===== src/verilog/uep_pkg.sv =====
/*
  Package for the USB endpoint control/status block: register offsets,
  field positions, reset values and sizes.
  Assumes byte-wide registers on a plain CPU port, one clock domain.
*/
package uep_pkg;
  // register offsets (byte addresses on the CPU port)
  localparam logic [7:0] OFS_EP_SELECT = 8'h0E;
  localparam logic [7:0] OFS_IN_MAXPKT = 8'h10;
  localparam logic [7:0] OFS_IN_CTRL1  = 8'h11;
  localparam logic [7:0] OFS_IN_CTRL2  = 8'h12;
  localparam logic [7:0] OFS_OUT_LIMIT = 8'h13;
  localparam logic [7:0] OFS_OUT_CTRL1 = 8'h14;
  localparam logic [7:0] OFS_OUT_CTRL2 = 8'h15;
  // in_endpoint_control1 fields
  localparam int IC1_RST_TOG  = 6;
  localparam int IC1_STALLED  = 5;
  localparam int IC1_STALL    = 4;
  localparam int IC1_FLUSH    = 3;
  localparam int IC1_UNDERRUN = 2;
  localparam int IC1_OCCUPIED = 1;
  localparam int IC1_READY    = 0;
  // in_endpoint_control2 fields
  localparam int IC2_AUTO     = 7;
  localparam int IC2_ISO      = 6;
  localparam int IC2_DIR      = 5;
  localparam int IC2_DMA      = 4;
  localparam int IC2_FORCE    = 3;
  // out_endpoint_control1 fields
  localparam int OC1_RST_TOG  = 7;
  localparam int OC1_STALLED  = 6;
  localparam int OC1_STALL    = 5;
  localparam int OC1_FLUSH    = 4;
  localparam int OC1_DATA_ERR = 3;
  localparam int OC1_OVERRUN  = 2;
  localparam int OC1_FULL     = 1;
  localparam int OC1_READY    = 0;
  // out_endpoint_control2 field
  localparam int OC2_ISO      = 6;
  // reset values
  localparam logic [7:0] RST_BYTE = 8'h00;
  // sizes
  localparam int NUM_EP      = 3;
  localparam int FIFO_PKTS   = 2;
  localparam int MAXPKT_UNIT = 8;
endpackage


===== src/verilog/uep_endpoint_csr.sv =====
/*
  Control and status logic for IN/OUT endpoints 1..3 of a full-speed USB
  device: stall, toggles, flush, packet-ready handshakes, iso mode, DMA
  request enable, underrun/overrun/error flags.
  Assumes the serial engine reports handshakes and packet events as
  one-cycle pulses on this clock, tagged with an endpoint number.
*/
// Implementation choice: strobed register access.
// Behaviour
// - writing one to IN reset_data_toggle clears that endpoint's IN toggle.
// - after IN STALL sent, set stall flag, flush FIFO, clear ready; read clears. (no flush here if a packet loads in that same cycle)
// - IN send_stall answers tokens with STALL until cleared; no effect in iso.
// - IN flush drops next packet, clears ready, self-clears; two writes for two.
// - underrun flag on iso zero-length send or bulk NAK; read clears it.
// - in_queue_occupied reads one while IN FIFO holds a packet.
// - CPU sets IN ready after loading; device clears it after transmission, pulses irq.
// - auto_in_ready sets IN ready when a full max-size packet is loaded.
// - IN isochronous_select picks iso when set, bulk/interrupt when clear.
// - shared FIFO endpoint is IN when direction select set, OUT when clear.
// - IN DMA requests only while in_dma_request_enable is set.
// - force_toggle_switch flips IN toggle and drops current packet regardless of ACK.
// - writing one to OUT reset_data_toggle clears that endpoint's OUT toggle.
// - OUT stall flag set on STALL sent; read clears it.
// - OUT send_stall returns STALL until cleared; ignored in iso mode.
// - OUT flush drops next packet to read, self-clears; two writes for two.
// - iso OUT data error set with ready on bad CRC, clears with ready.
// - iso OUT overrun flag set when packet cannot be stored; CPU clears.
// - out_queue_saturated reads one while OUT FIFO cannot take another packet.
// - device sets OUT ready and pulses irq on receipt; CPU clears after unload.
// - each IN endpoint has its own register copy, selected one visible.
// - four-bit endpoint_selector picks which endpoint's register set is mapped.
`timescale 1ns/100ps
module uep_endpoint_csr #(
  parameter int NEP = uep_pkg::NUM_EP
) (
  // clock and reset
  input  wire logic       clock,
  input  wire logic       rst,
  // cpu register port
  input  wire logic [7:0] addr,
  input  wire logic [7:0] wdata,
  input  wire logic       wr,
  input  wire logic       rd,
  output logic      [7:0] rdata,
  // serial engine events, IN side (one-cycle pulses)
  input  wire logic [1:0] in_ev_ep,
  input  wire logic       in_ev_token,
  input  wire logic       in_ev_sent,
  input  wire logic       in_ev_loaded,
  input  wire logic       in_ev_full_pkt,
  // serial engine events, OUT side (one-cycle pulses)
  input  wire logic [1:0] out_ev_ep,
  input  wire logic       out_ev_token,
  input  wire logic       out_ev_rcvd,
  input  wire logic       out_ev_crc_err,
  input  wire logic       out_ev_unloaded,
  // handshake decisions and status toward the engine
  output logic            in_stall_ans,
  output logic            in_nak_ans,
  output logic            in_zlp_ans,
  output logic            out_stall_ans,
  output logic            out_nak_ans,
  output logic [NEP-1:0]  in_toggle,
  output logic [NEP-1:0]  out_toggle,
  output logic [NEP-1:0]  in_dir,
  output logic [NEP-1:0]  in_dma_req,
  output logic            in_done_irq,
  output logic            out_rcvd_irq
);
  localparam int PW = $clog2(uep_pkg::FIFO_PKTS + 1);
  localparam logic [PW-1:0] PKTS = PW'(uep_pkg::FIFO_PKTS);

  logic [3:0]    sel_reg;
  logic [7:0]    in_max_reg  [NEP];
  logic [7:0]    out_max_reg [NEP];
  logic [NEP-1:0] in_stall_reg, in_stalled_reg, in_under_reg, in_rdy_reg;
  logic [NEP-1:0] in_auto_reg, in_iso_reg, in_dir_reg, in_dma_reg;
  logic [NEP-1:0] in_tog_reg, out_tog_reg;
  logic [NEP-1:0] out_stall_reg, out_stalled_reg, out_err_reg, out_ovr_reg;
  logic [NEP-1:0] out_rdy_reg, out_iso_reg;
  logic [PW-1:0] in_cnt_reg  [NEP];
  logic [PW-1:0] out_cnt_reg [NEP];

  // selected endpoint 1..3 maps to index 0..2; other values map nothing
  logic       sel_ok;
  logic [1:0] si;
  assign sel_ok = (sel_reg >= 4'h1) && (sel_reg <= 4'(NEP));
  assign si     = 2'(sel_reg - 4'h1);

  logic w_sel, w_imax, w_ic1, w_ic2, w_olim, w_oc1, w_oc2, r_ic1, r_oc1;
  always_comb
  begin
    w_sel  = 1'b0;
    w_imax = 1'b0;
    w_ic1  = 1'b0;
    w_ic2  = 1'b0;
    w_olim = 1'b0;
    w_oc1  = 1'b0;
    w_oc2  = 1'b0;
    if (addr == uep_pkg::OFS_EP_SELECT)
      w_sel = wr;
    else if (addr == uep_pkg::OFS_IN_MAXPKT)
      w_imax = wr && sel_ok;
    else if (addr == uep_pkg::OFS_IN_CTRL1)
      w_ic1 = wr && sel_ok;
    else if (addr == uep_pkg::OFS_IN_CTRL2)
      w_ic2 = wr && sel_ok;
    else if (addr == uep_pkg::OFS_OUT_LIMIT)
      w_olim = wr && sel_ok;
    else if (addr == uep_pkg::OFS_OUT_CTRL1)
      w_oc1 = wr && sel_ok;
    else if (addr == uep_pkg::OFS_OUT_CTRL2)
      w_oc2 = wr && sel_ok;
  end
  assign r_ic1 = rd && sel_ok && (addr == uep_pkg::OFS_IN_CTRL1);
  assign r_oc1 = rd && sel_ok && (addr == uep_pkg::OFS_OUT_CTRL1);

  always_ff @(posedge clock)
  begin
    if (rst)
      sel_reg <= 4'h0;
    else if (w_sel)
      sel_reg <= wdata[3:0];
  end

  // per-endpoint state; each index is its own register copy
  for (genvar e = 0; e < NEP; e++)
  begin : g_ep
    logic me_sel, in_ev, out_ev, in_iso, out_iso;
    logic in_flush, in_force, in_stall_tx, in_under, in_pop, in_push;
    logic out_flush, out_stall_tx, out_store, out_lost, out_pop;
    assign me_sel  = sel_ok && (si == 2'(e));
    assign in_ev   = (in_ev_ep == 2'(e));
    assign out_ev  = (out_ev_ep == 2'(e));
    assign in_iso  = in_iso_reg[e];
    assign out_iso = out_iso_reg[e];

    assign in_flush    = w_ic1 && me_sel && wdata[uep_pkg::IC1_FLUSH];
    assign in_force    = w_ic2 && me_sel && wdata[uep_pkg::IC2_FORCE];
    assign in_stall_tx = in_ev && in_ev_token && in_stall_reg[e] && !in_iso;
    assign in_under    = in_ev && in_ev_token && !in_stall_tx
                         && !in_rdy_reg[e];
    assign in_pop      = (in_ev && in_ev_sent) || in_flush || in_force;
    assign in_push     = in_ev && in_ev_loaded && in_cnt_reg[e] != PKTS;
    assign out_flush   = w_oc1 && me_sel && wdata[uep_pkg::OC1_FLUSH];
    assign out_stall_tx = out_ev && out_ev_token && out_stall_reg[e] && !out_iso;
    assign out_store   = out_ev && out_ev_rcvd && out_cnt_reg[e] != PKTS;
    assign out_lost    = out_ev && out_ev_rcvd && out_cnt_reg[e] == PKTS;
    assign out_pop     = (out_ev && out_ev_unloaded) || out_flush;

    // packet counters stand in for FIFO occupancy
    always_ff @(posedge clock)
    begin
      if (rst || (in_stall_tx && !in_push))
        in_cnt_reg[e] <= '0;
      else if (in_push && !(in_pop && in_cnt_reg[e] != '0))
        in_cnt_reg[e] <= in_cnt_reg[e] + PW'(1);
      else if (!in_push && in_pop && in_cnt_reg[e] != '0)
        in_cnt_reg[e] <= in_cnt_reg[e] - PW'(1);
    end

    always_ff @(posedge clock)
    begin
      if (rst)
        out_cnt_reg[e] <= '0;
      else if (out_store && !(out_pop && out_cnt_reg[e] != '0))
        out_cnt_reg[e] <= out_cnt_reg[e] + PW'(1);
      else if (!out_store && out_pop && out_cnt_reg[e] != '0)
        out_cnt_reg[e] <= out_cnt_reg[e] - PW'(1);
    end

    // IN packet ready: hardware clear on send/flush/stall; set by cpu or auto
    always_ff @(posedge clock)
    begin
      if (rst)
        in_rdy_reg[e] <= 1'b0;
      else if ((in_ev && in_ev_sent) || in_flush || in_stall_tx || in_force)
        in_rdy_reg[e] <= 1'b0;
      else if (w_ic1 && me_sel && wdata[uep_pkg::IC1_READY])
        in_rdy_reg[e] <= 1'b1;
      else if (in_auto_reg[e] && in_ev && in_ev_full_pkt)
        in_rdy_reg[e] <= 1'b1;
    end

    // sticky flags: set wins over read-clear
    always_ff @(posedge clock)
    begin
      if (rst)
        in_stalled_reg[e] <= 1'b0;
      else if (in_stall_tx)
        in_stalled_reg[e] <= 1'b1;
      else if (r_ic1 && me_sel)
        in_stalled_reg[e] <= 1'b0;
    end

    always_ff @(posedge clock)
    begin
      if (rst)
        in_under_reg[e] <= 1'b0;
      else if (in_under)
        in_under_reg[e] <= 1'b1;
      else if (r_ic1 && me_sel)
        in_under_reg[e] <= 1'b0;
    end

    always_ff @(posedge clock)
    begin
      if (rst)
        in_tog_reg[e] <= 1'b0;
      else if (w_ic1 && me_sel && wdata[uep_pkg::IC1_RST_TOG])
        in_tog_reg[e] <= 1'b0;
      else if (in_force || (in_ev && in_ev_sent))
        in_tog_reg[e] <= !in_tog_reg[e];
    end

    always_ff @(posedge clock)
    begin
      if (rst)
      begin
        in_stall_reg[e] <= 1'b0;
        in_auto_reg[e]  <= 1'b0;
        in_iso_reg[e]   <= 1'b0;
        in_dir_reg[e]   <= 1'b0;
        in_dma_reg[e]   <= 1'b0;
        in_max_reg[e]   <= uep_pkg::RST_BYTE;
        out_max_reg[e]  <= uep_pkg::RST_BYTE;
        out_stall_reg[e] <= 1'b0;
        out_iso_reg[e]  <= 1'b0;
      end
      else
      begin
        if (w_ic1 && me_sel)
          in_stall_reg[e] <= wdata[uep_pkg::IC1_STALL];
        if (w_ic2 && me_sel)
        begin
          in_auto_reg[e] <= wdata[uep_pkg::IC2_AUTO];
          in_iso_reg[e]  <= wdata[uep_pkg::IC2_ISO];
          in_dir_reg[e]  <= wdata[uep_pkg::IC2_DIR];
          in_dma_reg[e]  <= wdata[uep_pkg::IC2_DMA];
        end
        if (w_imax && me_sel)
          in_max_reg[e] <= wdata;
        if (w_olim && me_sel)
          out_max_reg[e] <= wdata;
        if (w_oc1 && me_sel)
          out_stall_reg[e] <= wdata[uep_pkg::OC1_STALL];
        if (w_oc2 && me_sel)
          out_iso_reg[e] <= wdata[uep_pkg::OC2_ISO];
      end
    end

    always_ff @(posedge clock)
    begin
      if (rst)
        out_tog_reg[e] <= 1'b0;
      else if (w_oc1 && me_sel && wdata[uep_pkg::OC1_RST_TOG])
        out_tog_reg[e] <= 1'b0;
      else if (out_store)
        out_tog_reg[e] <= !out_tog_reg[e];
    end

    always_ff @(posedge clock)
    begin
      if (rst)
        out_stalled_reg[e] <= 1'b0;
      else if (out_stall_tx)
        out_stalled_reg[e] <= 1'b1;
      else if (r_oc1 && me_sel)
        out_stalled_reg[e] <= 1'b0;
    end

    always_ff @(posedge clock)
    begin
      if (rst)
        out_ovr_reg[e] <= 1'b0;
      else if (out_lost && out_iso)
        out_ovr_reg[e] <= 1'b1;
      else if (w_oc1 && me_sel && !wdata[uep_pkg::OC1_OVERRUN])
        out_ovr_reg[e] <= 1'b0;
    end

    // OUT ready: cpu write of zero clears; a new arrival wins
    always_ff @(posedge clock)
    begin
      if (rst)
      begin
        out_rdy_reg[e] <= 1'b0;
        out_err_reg[e] <= 1'b0;
      end
      else if (out_store)
      begin
        out_rdy_reg[e] <= 1'b1;
        out_err_reg[e] <= out_iso && out_ev_crc_err;
      end
      else if ((w_oc1 && me_sel && !wdata[uep_pkg::OC1_READY]) || out_flush)
      begin
        out_rdy_reg[e] <= 1'b0;
        out_err_reg[e] <= 1'b0;
      end
    end

    always_ff @(posedge clock)
    begin
      if (rst)
        in_dma_req[e] <= 1'b0;
      else
        in_dma_req[e] <= in_dma_reg[e] && in_dir_reg[e] && me_sel
                         && in_cnt_reg[e] != PKTS && !in_rdy_reg[e];
    end
  end

  assign in_toggle  = in_tog_reg;
  assign out_toggle = out_tog_reg;
  assign in_dir     = in_dir_reg;

  // handshake decisions, registered for the engine
  logic [1:0] ie, oe;
  assign ie = in_ev_ep;
  assign oe = out_ev_ep;
  always_ff @(posedge clock)
  begin
    if (rst)
    begin
      in_stall_ans  <= 1'b0;
      in_nak_ans    <= 1'b0;
      in_zlp_ans    <= 1'b0;
      out_stall_ans <= 1'b0;
      out_nak_ans   <= 1'b0;
      in_done_irq   <= 1'b0;
      out_rcvd_irq  <= 1'b0;
    end
    else
    begin
      in_stall_ans  <= in_ev_token && in_stall_reg[ie] && !in_iso_reg[ie];
      in_nak_ans    <= in_ev_token && !in_rdy_reg[ie] && !in_iso_reg[ie]
                       && !in_stall_reg[ie];
      in_zlp_ans    <= in_ev_token && !in_rdy_reg[ie] && in_iso_reg[ie];
      out_stall_ans <= out_ev_token && out_stall_reg[oe] && !out_iso_reg[oe];
      out_nak_ans   <= out_ev_token && !out_iso_reg[oe] && !out_stall_reg[oe]
                       && out_cnt_reg[oe] == PKTS;
      in_done_irq   <= in_ev_sent && in_rdy_reg[ie];
      out_rcvd_irq  <= out_ev_rcvd && out_cnt_reg[oe] != PKTS;
    end
  end

  // read data one cycle after the read strobe; unmapped reads give zero
  always_ff @(posedge clock)
  begin
    if (rst)
      rdata <= 8'h00;
    else if (!rd)
      rdata <= 8'h00;
    else if (addr == uep_pkg::OFS_EP_SELECT)
      rdata <= {4'h0, sel_reg};
    else if (!sel_ok)
      rdata <= 8'h00;
    else if (addr == uep_pkg::OFS_IN_MAXPKT)
      rdata <= in_max_reg[si];
    else if (addr == uep_pkg::OFS_IN_CTRL1)
      rdata <= {2'b00, in_stalled_reg[si], in_stall_reg[si], 1'b0,
                in_under_reg[si], in_cnt_reg[si] != '0, in_rdy_reg[si]};
    else if (addr == uep_pkg::OFS_IN_CTRL2)
      rdata <= {in_auto_reg[si], in_iso_reg[si], in_dir_reg[si],
                in_dma_reg[si], 4'h0};
    else if (addr == uep_pkg::OFS_OUT_LIMIT)
      rdata <= out_max_reg[si];
    else if (addr == uep_pkg::OFS_OUT_CTRL1)
      rdata <= {1'b0, out_stalled_reg[si], out_stall_reg[si], 1'b0,
                out_err_reg[si], out_ovr_reg[si], out_cnt_reg[si] == PKTS,
                out_rdy_reg[si]};
    else if (addr == uep_pkg::OFS_OUT_CTRL2)
      rdata <= {1'b0, out_iso_reg[si], 6'h00};
    else
      rdata <= 8'h00;
  end
endmodule


===== config.mk =====
export PLATFORM = sky130hd
export DESIGN_NAME = uep_endpoint_csr
export DESIGN_NICKNAME = d
export VERILOG_FILES = /design/src/verilog/uep_pkg.sv /design/src/verilog/uep_endpoint_csr.sv
export SDC_FILE = /design/constraint.sdc
export NUM_CORES = 1
export LEC_CHECK = 0
export ABC_CLOCK_PERIOD_IN_PS = 5600
export BUFFER_PORTS_ARGS = -buffer_cell sky130_fd_sc_hd__buf_2
export CORE_UTILIZATION = 25
export DETAILED_ROUTE_END_ITERATION = 12
export GPL_TIMING_DRIVEN = 0
export HOLD_SLACK_MARGIN = 0.15
export PLACE_DENSITY_LB_ADDON = 0.1
export SLEW_MARGIN = 20
export SYNTH_ARGS = -nofsm -noshare
export SYNTH_HDL_FRONTEND = slang
export SYNTH_SLANG_ARGS = --single-unit

===== constraint.sdc =====
create_clock -name clock -period 5.6 [get_ports clock]
set_clock_uncertainty 0.05 [all_clocks]
set_input_delay 0.28 -clock clock [delete_from_list [all_inputs] [get_ports clock]]
set_output_delay 0.28 -clock clock [all_outputs]
set_load 0.01 [all_outputs]

## Yosys cells after proc, flatten, opt, wreduce, memory -nomap -nowiden

Memory sizes are Yosys's and may differ from the RTL's.
Index checks and enable logic that the tools add are counted.

- Register bits: 70
- Memories kept: 4
- Word-level logic and storage cells: 589
- Bits in writable memories: 60
- Bits of input ports: 32
- Output and inout port bits: 27

- Order comparisons: 5
- Reductions and logical operators: 265
- Equal/unequal tests: 25
- Multiplexer cells: 196
- Bitwise logic cells: 20
- Add/subtract/negate cells: 13

Memories:

| name | words | width | rd ports | clocked after memory_dff | wr ports | RTL line | RTL |
|---|---|---|---|---|---|---|---|
| in_max_reg | 3 | 8 | 1 | 0 | 3 | uep_endpoint_csr.sv:74 | `logic [7:0] in_max_reg [NEP];` |
| out_max_reg | 3 | 8 | 1 | 0 | 3 | uep_endpoint_csr.sv:75 | `logic [7:0] out_max_reg [NEP];` |
| in_cnt_reg | 3 | 2 | 4 | 0 | 3 | uep_endpoint_csr.sv:81 | `logic [PW-1:0] in_cnt_reg [NEP];` |
| out_cnt_reg | 3 | 2 | 5 | 0 | 3 | uep_endpoint_csr.sv:82 | `logic [PW-1:0] out_cnt_reg [NEP];` |

Operators by type and width:

| operator | count |
|---|---|
| $logic_and 1x1->1 | 165 |
| $mux 1 | 151 |
| $mux 8 | 10 |
| $reduce_bool 2->1 | 25 |
| $eq 8x5->1 const B | 6 |
| $bmux 1 s2 | 19 |
| $logic_not 1->1 | 37 |
| $logic_or 1x1->1 | 24 |
| $mux 2 | 12 |
| $reduce_or 2->1 | 10 |
| $or 1x1->1 | 18 |
| $eq 2x2->1 const B | 8 |
| $mux 7 | 2 |
| $ne 2x2->1 const B | 7 |
| $sub 2x1->2 const B | 7 |
| $add 2x1->2 const B | 6 |
| $lt 2x3->1 const B | 3 |
| $eq 8x4->1 const B | 1 |
| $mux 4 | 2 |
| $eq 2x1->1 const B | 3 |
| $logic_not 2->1 | 3 |
| $ge 4x1->1 const B | 1 |
| $le 4x2->1 const B | 1 |
| $reduce_or 4->1 | 1 |
| $not 1->1 | 2 |

## Longest topological paths before layout

- Word-level depth: 20
- Depth in mapped cells: 12
- Depth with buffers taken out: 8

## Worst setup path before layout

Ideal clock, no wire load.

- Path kind: reg2reg
- From: register sel_reg[0]
- To: register rdata[6]
- Setup time: 0.124 ns
- Slack: 2.691 ns
- Stages on the path, launching flop included: 12
- Buffers on the path: 6
- Required time: 5.426 ns
- Period minus slack after synthesis: 2.909 ns
- Arrival time: 2.735 ns
- Cell sequence: dfxtp_1 -> buf_2 -> buf_1 -> inv_1 -> ha_1 -> buf_2 -> buf_1 -> buf_1 -> clkbuf_1 -> a31oi_1 -> o21ai_0 -> o21ai_0

- Longest elaborated chain between the ends: 9
- Elaborated cells on any way between the ends: 20
- Classes of those cells: 1 x add/sub; 2 x order compare; 12 x mux; 1 x bitwise; 2 x reduce/logical; 2 x memory

RTL lines:

| what | RTL line | RTL |
|---|---|---|
| start: declaration | uep_endpoint_csr.sv:73 | `logic [3:0] sel_reg;` |
| start signal: assignment | uep_endpoint_csr.sv:123 | `sel_reg <= wdata[3:0];` |
| $sub 2x1->2 | uep_endpoint_csr.sv:88 | `assign si = 2'(sel_reg - 4'h1);` |
| $bmux 1 s2 | uep_endpoint_csr.sv:372 | `rdata <= {1'b0, out_iso_reg[si], 6'h00};` |
| $mux 1 (not written as such) | uep_endpoint_csr.sv:372 |  |
| $mux 7 | uep_endpoint_csr.sv:371 | `else if (addr == uep_pkg::OFS_OUT_CTRL2)` |
| $mux 7 | uep_endpoint_csr.sv:367 | `else if (addr == uep_pkg::OFS_OUT_CTRL1)` |
| $mux 8 | uep_endpoint_csr.sv:365 | `else if (addr == uep_pkg::OFS_OUT_LIMIT)` |
| $mux 8 | uep_endpoint_csr.sv:362 | `else if (addr == uep_pkg::OFS_IN_CTRL2)` |
| $mux 8 | uep_endpoint_csr.sv:359 | `else if (addr == uep_pkg::OFS_IN_CTRL1)` |
| $mux 8 | uep_endpoint_csr.sv:357 | `else if (addr == uep_pkg::OFS_IN_MAXPKT)` |
| end signal: assignment | uep_endpoint_csr.sv:358 | `rdata <= in_max_reg[si];` |
| end signal: assignment | uep_endpoint_csr.sv:360 | `rdata <= {2'b00, in_stalled_reg[si], in_stall_reg[si], 1'b0,` |
| end signal: assignment | uep_endpoint_csr.sv:363 | `rdata <= {in_auto_reg[si], in_iso_reg[si], in_dir_reg[si],` |
| end: declaration | uep_endpoint_csr.sv:44 | `output logic [7:0] rdata,` |

Several ways; a longest one is shown, not always the timed one. The select of a mux whose other input is x is not followed.
A chain may end at the register's enable or synchronous reset.

## Final worst setup path

Same ends and word-level chain as after synthesis.

==> results.sh <==
export IMPL_cts_root_buffer="clkbuf_16"
export IMPL_postSynthAreaPerCell_um2=9.25
export IMPL_crit_path_frequent_cell="buf_1"
export IMPL_vertical_die_dimension_um=167
export IMPL_grt_start_max_net_pins=17
export IMPL_core_area_um2=26800
export IMPL_total_stage_count_of_the_critical_path=11
export IMPL_via_per_inst=5.10
export IMPL_grt_pass1_wl_mm=39.4
export IMPL_crit_path_cell_trace="buf_2 -> buf_1 -> inv_1 -> ha_1 -> buf_2 -> buf_1 -> buf_1 -> clkbuf_1 -> a31oi_1 -> o21ai_0 -> o21ai_0"
export IMPL_finalWeightedCongestion=0.899
export IMPL_timing_hold_worst_start="wdata[1]"
export IMPL_leak_pwr_nw=2.86
export IMPL_dr_pass1_iters=5
export IMPL_fin_util=0.306
export IMPL_synth_enable_flop_cells=60
export IMPL_worst_r2r_path_depth=11
export IMPL_final_max_slew_viol_count=0
export IMPL_mostFrequentLayoutCells="nand2_1, dfxtp_1, a21oi_1"
export IMPL_cts_clk_slew_worst_paths_ps=60
export IMPL_yosysTopAreaCell="edfxtp_1"
export IMPL_period_share=0.899
export IMPL_drt_drc_violations_left=0
export IMPL_post_synth_instance_area_um2=6810
export IMPL_drv_cap=0
export IMPL_timing_worst_setup_path_type="reg -> reg"
export IMPL_antenna_diode_count=0
export IMPL_max_slew_margin=0.251
export IMPL_cts_post_setup_buffers_inserted=0
export IMPL_rows=60
export IMPL_placement_io_buffers=52
export IMPL_cts_sink_count=130
export IMPL_flow_area_growth_from_synthesis_pct=20.3
export IMPL_synth_nets=780
export IMPL_post_synth_top_area_fraction=0.265
export IMPL_yosys_area_share_adder=0.0221
export IMPL_async_flop_share=0
export IMPL_critical_path_arrival_ps=5260
export IMPL_grt_antenna_before_repair=0
export IMPL_grt_pass1_vias=5849
export IMPL_worst_pin_slew_ps=1120
export IMPL_avgRoutedWirePerCell_um=22.7
export IMPL_top_level_ports=59
export IMPL_cts_htree_levels=4
export IMPL_power_density_nw_per_um2=291
export IMPL_hold_depth=3
export IMPL_drtAntennaViolNets=0
export IMPL_holdBufCountCts=7
export IMPL_cpLargestDelayFamily="buffers and inverters"
export IMPL_finalCriticalPeriod_ps=5030
export IMPL_globalRoute_totalOverflow=0
export IMPL_fp_dieArea_um2=27900
export IMPL_clock_latency_ps=420
export IMPL_worst_path_largest_cell_delay_ps=730
export IMPL_drive_above_1_share=0.135
export IMPL_worst_reg2reg_setup_slack_ps=570
export IMPL_initial_core_util=0.254
export IMPL_critical_path_n_buffers_inverters=7
export IMPL_postRouteWirelength_mm=26.6
export IMPL_numCtsBuffers=17
export IMPL_max_freq_mhz=199
export IMPL_ir_drop_worst_case_vdd_uv=167
export IMPL_seq_area_frac_synth=0.471
export IMPL_instances_no_fill=1168
export IMPL_tritoncts="done"
export IMPL_hold_viol=0
export IMPL_drt_initial_drc_count=445
export IMPL_dr_total_vias=5952
export IMPL_synthesized_instance_count=736
export IMPL_unrepaired_setup_endpoints_after_global_routing="false"
export IMPL_placed_cells=1129
export IMPL_setup_viol=0
export IMPL_synth_area_in_simple_gates=0.240
export IMPL_main_combinational_cell_family_by_area_after_synthesis="simple AND/OR/NAND/NOR gates"
export IMPL_mostFrequentLayoutCell="nand2_1"
export IMPL_kind_of_capture_point_of_the_worst_setup_path="register"
export IMPL_synth_cell_type_count=70
export IMPL_grt_total_usage=0.195
export IMPL_detailed_place_hpwl_mm=19.4
export IMPL_netlist_top_cells_area="edfxtp_1, dfxtp_1, mux2i_1, a21oi_1, nand2_1"
export IMPL_synth_compound_area_share=0.153
export IMPL_crit_reg2reg_capture="rdata[6]"
export IMPL_worst_r2r_startpoint="sel_reg[0]"
export IMPL_layout_nets=858
export IMPL_outcome="finished clean"
export IMPL_ys_ff_latch=130
export IMPL_worst_path_max_delay_cell="buf_1"
export IMPL_setup_total_negative_slack_ps=0
export IMPL_capture_endpoint_of_the_worst_hold_path="sel_reg[1]"
export IMPL_ys_dominant_reg_cell="dfxtp_1"
export IMPL_critical_path_required_time_ps=5830
export IMPL_yosys_warnings=0
export IMPL_muxShareOfSynthArea=0.0664
export IMPL_maximum_fanout_along_the_worst_path=10
export IMPL_clk_path_buf_depth=2
export IMPL_yosys_area_share_xor_xnor=0.0129
export IMPL_postCtsResizedCells=0
export IMPL_timing_critical_path_from_type="register"
export IMPL_worst_min_delay_path_class="in -> reg"
export IMPL_dieWidth_um=167
-- logic make-up (layout without fill, tap and decap cells) --
| kind of cell | Yosys count | after routing |
|---|---|---|
| AOI/OAI and AO/OA | 174 | 174 |
| DFF | 130 | 130 |
| xor gates and xnor gates | 10 | 10 |
| muxes | 42 | 42 |
| buffers and inverters | 59 | 150 |
| adders and majority gates | 12 | 12 |
| and+or+nand+nor | 309 | 309 |
-- synth_stat cells (15+ instances only) --
cell type,count
edfxtp_1,60
dfxtp_1,70
a21oi_1,67
o21ai_0,44
clkbuf_1,32
nor2_1,54
nor3_1,22
and2_1,44
nand2_1,80
inv_1,15
nand3_1,27
mux2i_1,35
-- tightest hold or removal path, cell delays in order --
cell	delay [ps]
buf_2	170
nand3_1	80
a21oi_1	50
-- layer usage --
layer	part of all wire	GRT usage
met2	0.46	0.305
met4	0.018	0.0568
met3	0.055	0.0373
met5	0	0
met1	0.47	0.271
-- how the worst max path moves through the flow --
stage	endpoint	start
after floorplan	rdata[6]	sel_reg[0]
after global placement	rdata[6]	sel_reg[0]
after detailed placement	rdata[6]	sel_reg[0]
after CTS	rdata[6]	sel_reg[0]
after global routing	rdata[6]	sel_reg[0]
final	rdata[6]	sel_reg[0]
-- per-stage QoR --
| step | power, mW | hold WS, ps | instance area, um^2 | setup WS (ps) |
|---|---|---|---|---|
| floorplan | 1.13 | 337 | 6810 | 2690 |
| global placement | 1.21 | 406 | 7490 | 524 |
| detailed placement | 1.21 | 407 | 7490 | 587 |
| CTS | 2.40 | 152 | 8180 | 573 |
| global route | 2.45 | 174 | 8190 | 357 |
| finish | 2.38 | 162 | 8190 | 566 |
-- final cells by class --
cell class / instances / area [um^2]
repair buffers: 59 / 330
multi-input cells: 547 / 3380
clock inverters: 7 / 91.3
plain buffers: 43 / 173
fillers: 2838 / 18600
inverters: 16 / 60.1
flip-flops and latches: 130 / 3200
clock buffers: 25 / 528
well taps: 341 / 427
-- power breakdown --
group / switching [mW] / internal [mW]
Combinational: 0.115 / 0.0496
Clock: 0.444 / 0.745
Sequential: 0.0126 / 1.02
Power figures use the tool's default switching activity.
